### src/fsr_pkg.sv
// Constants, types and command encodings for the flash status host controller
// Functional notes
// - Toggle check reads the status byte twice
// - Timeout bit set: repeat the toggle comparison once
// - Bits 6..1 meaningless until ready flag reads 1
// - Poll until ready before issuing any suspend
// - Prefer extended status over data polling
// - Two unlock writes then 90h enter identification
package fsr_pkg;
	localparam int ADDR_W = 26;
	localparam int DATA_W = 16;

	// ==========================================================
	// Status bit positions
	localparam int BIT_READY   = 7;
	localparam int BIT_TOGGLE  = 6;
	localparam int BIT_TIMEOUT = 5;
	localparam logic [DATA_W-1:0] ESR_VALID_MASK = 16'h00FE;
	localparam logic [DATA_W-1:0] ESR_BUSY_MASK  = 16'h0080;

	// ==========================================================
	// Command words and addresses
	localparam logic [ADDR_W-1:0] UNLOCK_ADDR1 = 26'h0000555;
	localparam logic [ADDR_W-1:0] UNLOCK_ADDR2 = 26'h00002AA;
	localparam logic [7:0] UNLOCK_DATA1 = 8'hAA;
	localparam logic [7:0] UNLOCK_DATA2 = 8'h55;
	localparam logic [7:0] CMD_ID_ENTER = 8'h90;
	localparam logic [7:0] CMD_RESET    = 8'hF0;
	localparam logic [7:0] CMD_ESR_RD   = 8'h75;
	localparam logic [7:0] CMD_ESR_CLR  = 8'h71;
	localparam logic [7:0] CMD_E_SUSP   = 8'hB0;
	localparam logic [7:0] CMD_E_RES    = 8'h30;
	localparam logic [7:0] CMD_P_SUSP   = 8'h51;
	localparam logic [7:0] CMD_P_RES    = 8'h50;

	// ==========================================================
	// Bus timing
	localparam int CLK_NS   = 20;
	localparam int T_WP_NS  = 35;
	localparam int T_WPH_NS = 20;
	localparam int T_ACC_NS = 70;
	localparam int WP_CYC   = (T_WP_NS + CLK_NS - 1) / CLK_NS;
	localparam int WPH_CYC  = (T_WPH_NS + CLK_NS - 1) / CLK_NS;
	localparam int ACC_CYC  = (T_ACC_NS + CLK_NS - 1) / CLK_NS;

	// ==========================================================
	// Types
	typedef enum logic [3:0] {
		OP_READ, OP_TOGGLE_WAIT, OP_ESR_READ, OP_ESR_CLEAR, OP_ERASE_SUSPEND,
		OP_ERASE_RESUME, OP_PROG_SUSPEND, OP_PROG_RESUME, OP_ID_ENTER, OP_ID_EXIT
	} fsr_op_t;

	typedef struct packed {
		fsr_op_t             op;
		logic [ADDR_W-1:0]   addr;
	} fsr_req_t;

	typedef struct packed {
		logic [DATA_W-1:0]   data;
		logic                ready;
		logic                fail;
	} fsr_rsp_t;

	typedef struct packed {
		logic                ce_n;
		logic                we_n;
		logic                oe_n;
		logic [ADDR_W-1:0]   addr;
		logic [DATA_W-1:0]   dq;
		logic                dq_oe;
	} fsr_pins_t;

	localparam fsr_pins_t PINS_IDLE = '{ce_n: 1'b1, we_n: 1'b1, oe_n: 1'b1,
		addr: '0, dq: '0, dq_oe: 1'b0};
endpackage : fsr_pkg

### src/fsr_host.sv
// Host-side controller that issues status commands and polls the flash
`timescale 1ns/1ps
`default_nettype none
module fsr_host #(
	parameter int WP_CYC  = fsr_pkg::WP_CYC,
	parameter int WPH_CYC = fsr_pkg::WPH_CYC,
	parameter int ACC_CYC = fsr_pkg::ACC_CYC
) (
	input  wire logic                          CLK,
	input  wire logic                          RST,
	input  wire logic                          CMD_VALID,
	output logic                               CMD_READY,
	input  wire fsr_pkg::fsr_req_t             CMD,
	output logic                               RSP_VALID,
	output fsr_pkg::fsr_rsp_t                  RSP,
	output fsr_pkg::fsr_pins_t                 FLASH,
	input  wire logic [fsr_pkg::DATA_W-1:0]    FLASH_DQ_IN,
	input  wire logic                          FLASH_READY_BUSY_OUT
);
	if (WP_CYC < 1 || WP_CYC > 15 || WPH_CYC < 1 || WPH_CYC > 15 ||
		ACC_CYC < 1 || ACC_CYC > 15) begin : g_bad_timing
		$error("fsr_host: timing counts must be 1..15");
	end

	typedef enum logic [2:0] {S_IDLE, S_WRITE, S_WGAP, S_READ, S_EVAL, S_DONE} fsr_state_t;

	// ==========================================================
	// Sequencer state
	fsr_state_t                  state_reg, state_next;
	fsr_pkg::fsr_req_t           req_reg, req_next;
	logic [3:0]                  cnt_reg, cnt_next;
	logic [1:0]                  step_reg, step_next;
	logic                        phase_reg, phase_next;
	logic                        first_reg, first_next;
	logic                        retry_reg, retry_next;
	logic [fsr_pkg::DATA_W-1:0]  rd_reg, rd_next, rd1_reg, rd1_next;
	fsr_pkg::fsr_rsp_t           rsp_reg, rsp_next;
	fsr_pkg::fsr_pins_t          pins_reg, pins_next;
	logic [1:0]                  n_wr;
	logic                        need_rd;
	logic [fsr_pkg::ADDR_W-1:0]  wr_addr;
	logic [7:0]                  wr_data;

	assign CMD_READY = (state_reg == S_IDLE);
	assign RSP_VALID = (state_reg == S_DONE);
	assign RSP       = rsp_reg;
	assign FLASH     = pins_reg;

	// Shape of the operation; suspend phase 0 is the ready poll
	always_comb begin
		n_wr    = 2'd1;
		need_rd = 1'b0;
		unique case (req_reg.op)
			fsr_pkg::OP_READ, fsr_pkg::OP_TOGGLE_WAIT: begin
				n_wr    = 2'd0;
				need_rd = 1'b1;
			end
			fsr_pkg::OP_ESR_READ: need_rd = 1'b1;
			fsr_pkg::OP_ERASE_SUSPEND, fsr_pkg::OP_PROG_SUSPEND: need_rd = !phase_reg;
			fsr_pkg::OP_ID_ENTER: n_wr = 2'd3;
			default: ;
		endcase
	end

	// Word of the write about to start, from next values: the flash takes
	// the address at the falling strobe, so it must stand from the first cycle
	always_comb begin
		wr_addr = fsr_pkg::UNLOCK_ADDR1;
		wr_data = fsr_pkg::CMD_RESET;
		unique case (req_next.op)
			fsr_pkg::OP_ESR_READ:  wr_data = fsr_pkg::CMD_ESR_RD;
			fsr_pkg::OP_ESR_CLEAR: wr_data = fsr_pkg::CMD_ESR_CLR;
			fsr_pkg::OP_ERASE_RESUME: begin
				wr_addr = req_next.addr;
				wr_data = fsr_pkg::CMD_E_RES;
			end
			fsr_pkg::OP_PROG_RESUME: begin
				wr_addr = req_next.addr;
				wr_data = fsr_pkg::CMD_P_RES;
			end
			fsr_pkg::OP_ERASE_SUSPEND, fsr_pkg::OP_PROG_SUSPEND: begin
				if (phase_next) begin
					wr_addr = req_next.addr;
					wr_data = (req_next.op == fsr_pkg::OP_ERASE_SUSPEND) ?
						fsr_pkg::CMD_E_SUSP : fsr_pkg::CMD_P_SUSP;
				end else begin
					wr_data = fsr_pkg::CMD_ESR_RD;
				end
			end
			fsr_pkg::OP_ID_ENTER: begin
				unique case (step_next)
					2'd0: wr_data = fsr_pkg::UNLOCK_DATA1;
					2'd1: begin
						wr_addr = fsr_pkg::UNLOCK_ADDR2;
						wr_data = fsr_pkg::UNLOCK_DATA2;
					end
					default: wr_data = fsr_pkg::CMD_ID_ENTER;
				endcase
			end
			fsr_pkg::OP_ID_EXIT: wr_data = fsr_pkg::CMD_RESET;
			default: ;
		endcase
	end

	// ==========================================================
	// Next-state logic
	always_comb begin
		state_next = state_reg;
		req_next   = req_reg;
		cnt_next   = cnt_reg;
		step_next  = step_reg;
		phase_next = phase_reg;
		first_next = first_reg;
		retry_next = retry_reg;
		rd_next    = rd_reg;
		rd1_next   = rd1_reg;
		rsp_next   = rsp_reg;
		unique case (state_reg)
			S_IDLE: if (CMD_VALID) begin
				req_next   = CMD;
				step_next  = 2'd0;
				phase_next = 1'b0;
				first_next = 1'b1;
				retry_next = 1'b0;
				cnt_next   = 4'h0;
				state_next = (CMD.op == fsr_pkg::OP_READ ||
					CMD.op == fsr_pkg::OP_TOGGLE_WAIT) ? S_READ : S_WRITE;
			end
			S_WRITE: if (cnt_reg == 4'(WP_CYC - 1)) begin
				cnt_next   = 4'h0;
				state_next = S_WGAP;
			end else begin
				cnt_next = cnt_reg + 4'h1;
			end
			S_WGAP: if (cnt_reg == 4'(WPH_CYC - 1)) begin
				cnt_next = 4'h0;
				if (step_reg + 2'd1 < n_wr) begin
					step_next  = step_reg + 2'd1;
					state_next = S_WRITE;
				end else begin
					state_next = need_rd ? S_READ : S_DONE;
				end
			end else begin
				cnt_next = cnt_reg + 4'h1;
			end
			S_READ: if (cnt_reg == 4'(ACC_CYC - 1)) begin
				cnt_next   = 4'h0;
				rd_next    = FLASH_DQ_IN;
				state_next = S_EVAL;
			end else begin
				cnt_next = cnt_reg + 4'h1;
			end
			S_EVAL: begin
				state_next = S_DONE;
				rsp_next   = '{data: rd_reg, ready: rd_reg[fsr_pkg::BIT_READY], fail: 1'b0};
				unique case (req_reg.op)
					fsr_pkg::OP_TOGGLE_WAIT: begin
						if (first_reg) begin
							rd1_next   = rd_reg;
							first_next = 1'b0;
							state_next = S_READ;
						end else if (rd1_reg[fsr_pkg::BIT_TOGGLE] ==
							rd_reg[fsr_pkg::BIT_TOGGLE]) begin
							rsp_next.fail = 1'b0;
						end else if (rd_reg[fsr_pkg::BIT_TIMEOUT] && retry_reg) begin
							rsp_next.fail = 1'b1;
						end else begin
							retry_next = retry_reg | rd_reg[fsr_pkg::BIT_TIMEOUT];
							first_next = 1'b1;
							state_next = S_READ;
						end
					end
					fsr_pkg::OP_ESR_READ: begin
						// Bits 6..1 are stale while busy, so they are hidden
						rsp_next.data = rd_reg & (rd_reg[fsr_pkg::BIT_READY] ?
							fsr_pkg::ESR_VALID_MASK : fsr_pkg::ESR_BUSY_MASK);
					end
					fsr_pkg::OP_ERASE_SUSPEND, fsr_pkg::OP_PROG_SUSPEND: begin
						step_next  = 2'd0;
						state_next = S_WRITE;
						if (rd_reg[fsr_pkg::BIT_READY])
							phase_next = 1'b1;
					end
					default: ;
				endcase
			end
			S_DONE: state_next = S_IDLE;
			default: state_next = S_IDLE;
		endcase
	end

	// Pin image follows the next state so pins line up with state_reg
	always_comb begin
		pins_next = fsr_pkg::PINS_IDLE;
		unique case (state_next)
			S_WRITE, S_WGAP: begin
				pins_next.ce_n  = 1'b0;
				pins_next.we_n  = (state_next == S_WGAP);
				pins_next.dq_oe = 1'b1;
				pins_next.addr  = wr_addr;
				pins_next.dq    = {8'h00, wr_data};
			end
			S_READ: begin
				pins_next.ce_n = 1'b0;
				pins_next.oe_n = 1'b0;
				pins_next.addr = req_next.addr;
			end
			default: ;
		endcase
	end

	always_ff @(posedge CLK or posedge RST) begin
		if (RST) begin
			state_reg <= S_IDLE;
			req_reg   <= '{op: fsr_pkg::OP_READ, addr: '0};
			cnt_reg   <= 4'h0;
			step_reg  <= 2'd0;
			phase_reg <= 1'b0;
			first_reg <= 1'b1;
			retry_reg <= 1'b0;
			rd_reg    <= '0;
			rd1_reg   <= '0;
			rsp_reg   <= '0;
			pins_reg  <= fsr_pkg::PINS_IDLE;
		end else begin
			state_reg <= state_next;
			req_reg   <= req_next;
			cnt_reg   <= cnt_next;
			step_reg  <= step_next;
			phase_reg <= phase_next;
			first_reg <= first_next;
			retry_reg <= retry_next;
			rd_reg    <= rd_next;
			rd1_reg   <= rd1_next;
			rsp_reg   <= rsp_next;
			pins_reg  <= pins_next;
		end
	end
endmodule : fsr_host
`default_nettype wire

### config.mk
export PLATFORM = sky130hd
export DESIGN_NAME = fsr_host
export DESIGN_NICKNAME = d
export VERILOG_FILES = /design/src/fsr_pkg.sv /design/src/fsr_host.sv
export SDC_FILE = /design/constraint.sdc
export NUM_CORES = 1
export LEC_CHECK = 0
export ABC_AREA = 1
export BUFFER_PORTS_ARGS = -buffer_cell sky130_fd_sc_hd__buf_2
export CORE_MARGIN = 2
export CORE_UTILIZATION = 48
export CTS_CLUSTER_SIZE = 8
export DETAILED_ROUTE_END_ITERATION = 10
export GPL_TIMING_DRIVEN = 0
export PLACE_DENSITY = 0.81
export REMOVE_ABC_BUFFERS = 1
export SLEW_MARGIN = 0
export SYNTH_ARGS = -nofsm -noshare
export SYNTH_HDL_FRONTEND = slang
export SYNTH_SLANG_ARGS = --single-unit
### constraint.sdc
create_clock -name CLK -period 3.4 [get_ports CLK]
set_input_delay 0.51 -clock CLK [delete_from_list [all_inputs] [get_ports CLK]]
set_output_delay 0.51 -clock CLK [all_outputs]
set_load 0.005 [all_outputs]
==> results.md <==
* Row cnt at 37
* Clock Path Buffers at 2
* Post-Route WL at 10,800 um
* Crit path buffers/inverters at 2
* Total track usage at 20.7%
* Status: finished clean
* Vias in the first global route at 3,911
* Final antenna-violating net count at 0
* FF+latch count, synth at 113
* Root Buffer Master: clkbuf_8
* Slowest CP cell: nand3_1
* Worst-path clk slew at 0.05 ns
* Synth cell types at 38
* DRC Markers at 0
* Critical path class: reg2reg
* Hold Path Class: in2async
* Hold_buf cts at 0
* HPWL after detailed placement at 6960 um
* Post-Synth Simple-Gate Area at 23.7%
* Number of flip-flops in the largest register at 37
* Placed cells at 771
* Fillers at 834
* Routability cong. at 0.858
* Delay-heaviest family, CP: simple AND/OR/NAND/NOR gates
* Clock Sinks at 113
* Number of enable flip-flop cells after synthesis at 0
* Post-DR wirelength/cell at 13.4 um
* Final period utilization at 80.1%
* Main combinational cell family by area after synthesis: simple AND/OR/NAND/NOR gates
* Critical path endpoint category: register
* Synthesized instance count at 544
* Critical path peak fanout at 29
* Synth top area cells: dfrtp_1 (55%), nand2_1 (8.6%), inv_1 (4.9%)
* Ys Warns at 0
* Die area at 11,100 um^2
* Adder-Cell Fraction of Synth Area at 1.01%
* CTS H-tree lvls at 4
* Combinational Power Share at 39.6%
* Maximum vdd ir drop at 0.493 mV
* Area Overhead vs Synth at 24.6%
* Prevailing post-synth register cell: dfrtp_1
* First-pass GRT wire length at 18,200 um
* Drt initial violations at 366
* Fin. Hold Viols at 0
* Slew headroom at 26.5%
* Pre-CTS WS at 0.663 ns
* Synth Area in XOR/XNOR at 0.708%
* Antenna Cells at 0
* Post-synth top area share at 55.1%
* LEAKAGE at 3.33 nW
* Clk Latency, worst-skew pair at 0.52 ns
* Initial antenna violation count at 0
* Finished Layout Cells at 803
* Share of post-route cells with drive strength above 1 at 30.3%
* Max Freq at 0.367 GHz
* Final setup fails at 0
* RSZ-0062 raised after global routing: no
* Final worst-path setup slack at 0.676 ns
* Net Switching at 2.57 mW
* Post-synthesis compound-gate area fraction at 7.81%
* Clock power frac at 27.4%
* Setup TNS at 0 ns
* Core ar. at 10,200 um^2
* Vias at 3,877
* Internal at 4.03 mW
* Async S/R FF share, synth at 100%
* GR Overflow Total at 0
* Largest net degree at the start of global routing at 59
* Req. time, crit path at 3.80 ns
* Die Span X at 106 um
* Critical path cell sequence: inv_1 > nor3_1 > nand3_1 > nand4_1 > inv_1 > nand2_1 > nand2_2 > nand2_2 > nand2_1
* Minimum clock period at 2.72 ns
* Io pins at 116
* Final #Nets at 708
* Seq pwr share at 33.1%
* Mux share of post-synthesis cell area at 1.14%
* Post-CTS setup buffer count at 0
* Port Buffers at 106
* Max-cap violations at 0
* Top-count cell post-synth: nand2_1
* CTS buffer count at 17
* Synthesized area at 4950 um^2
* Type of origin of the critical path: register
* Crit-path max cell delay at 0.79 ns
* First-pass iteration count of the detailed router at 5
* DIE HEIGHT at 106 um
* Finished Core Util at 60.6%
* Top cells by count, synth: nand2_1 (114), dfrtp_1 (109), inv_1 (65)
* Pwr/cell area at 1070 nW/um^2
* Average cell area after synthesis at 9.10 um^2
* Clock Skew at 0.00726 ns
* Worst path arrival time at 3.13 ns
* Switching share of power at 39.0%
* Largest area contributor in the synthesized netlist: dfrtp_1
* Initial Util at 48.6%
* # resized after CTS at 0
* Slew @ Worst Pin at 1.10 ns
* TritonCTS clock tree: built
* Sequential fraction of the synthesis area at 57.2%
* Via density at 4.83
* Fin. max-slew vios at 0
## metal layers
metal / GRT usage, % / up-vias / share of wire, %
met1: 25.0 / 1831 / 41
met5: 0 / - / 0
met2: 35.5 / 125 / 51
met3: 5.63 / 23 / 6.1
li1: - / 1898 / -
met4: 7.89 / 0 / 1.8
## power by group through the flow
stage                     combinational [mW]  clock (mW)  sequential [mW]
after floorplan                         1.82           0             2.18
after global placement                  2.49           0             2.17
after detailed placement                2.58           0             2.19
after CTS                               2.63        1.83             2.18
after global routing                    3.00        1.89             2.23
final                                   2.61        1.81             2.18
## stage by stage
| stage | power (mW) | cell area (um^2) | hold WS [ns] |
|---|---|---|---|
| 2_1_floorplan | 4.00 | 4830 | 0.439 |
| 3_3_place_gp | 4.65 | 5530 | 0.452 |
| 3_5_place_dp | 4.77 | 5560 | 0.456 |
| 4_1_cts | 6.63 | 6170 | 0.124 |
| 5_1_grt | 7.13 | 6170 | 0.176 |
| 6_report | 6.60 | 6170 | 0.119 |
## cells by family (layout without fill, tap and decap cells)
logic type	count (synthesis)	after routing
other	1	8
AOI/OAI and AO/OA	72	72
and+or+nand+nor	253	253
DFF	113	113
xor gates and xnor gates	4	4
muxes	5	5
adders and majority gates	4	4
buffers and inverters	92	208
## final cells by class
cell class              count  area, um^2  share of cell area, %
clock buffers              20         455                   7.38
clock inverters            12         155                   2.52
inverters                  69         264                   4.28
multi-input cells         346        1730                   28.1
flip-flops and latches    113        2830                   45.9
well taps                 136         170                   2.76
repair buffers            107         558                   9.05
## cells in the final DEF, fill, tap and decap left out, types with 3 or more instances in the layout
cell	count
dfstp_2	4
clkinvlp_4	5
nand2_4	4
or2_2	21
conb_1	8
ha_1	4
nand2_2	8
o21ai_2	3
nor2_2	8
clkbuf_16	16
buf_2	106
bufinv_16	3
nor3_1	10
clkbuf_8	4
nand4_1	4
nor2_1	53
dfrtp_1	109
inv_1	64
a21oi_1	19
nand3_1	24
o21ai_0	44
nand2_1	114
mux2_2	5
## worst register-to-register path, delay by kind of cell (launching register included)
kind          cells  cell delay [ns]
flops             1             0.45
simple gates      7             2.00
buf+inv           2             0.15
## final timing paths
path	start	end	slack, ns	depth (start not counted)
worst max-delay path	state_reg[1]	FLASH[26]	0.68	9
worst min-delay path	RST	req_reg[17]	0.12	2
worst max register to register	state_reg[1]	FLASH[26]	0.68	9
worst min register to register	req_reg[7]	req_reg[7]	0.47	2
max in group asynchronous	RST	FLASH[43]	2.52	3
min in group CLK	CMD[7]	req_reg[7]	0.21	3
Power figures use the tool's default switching activity.
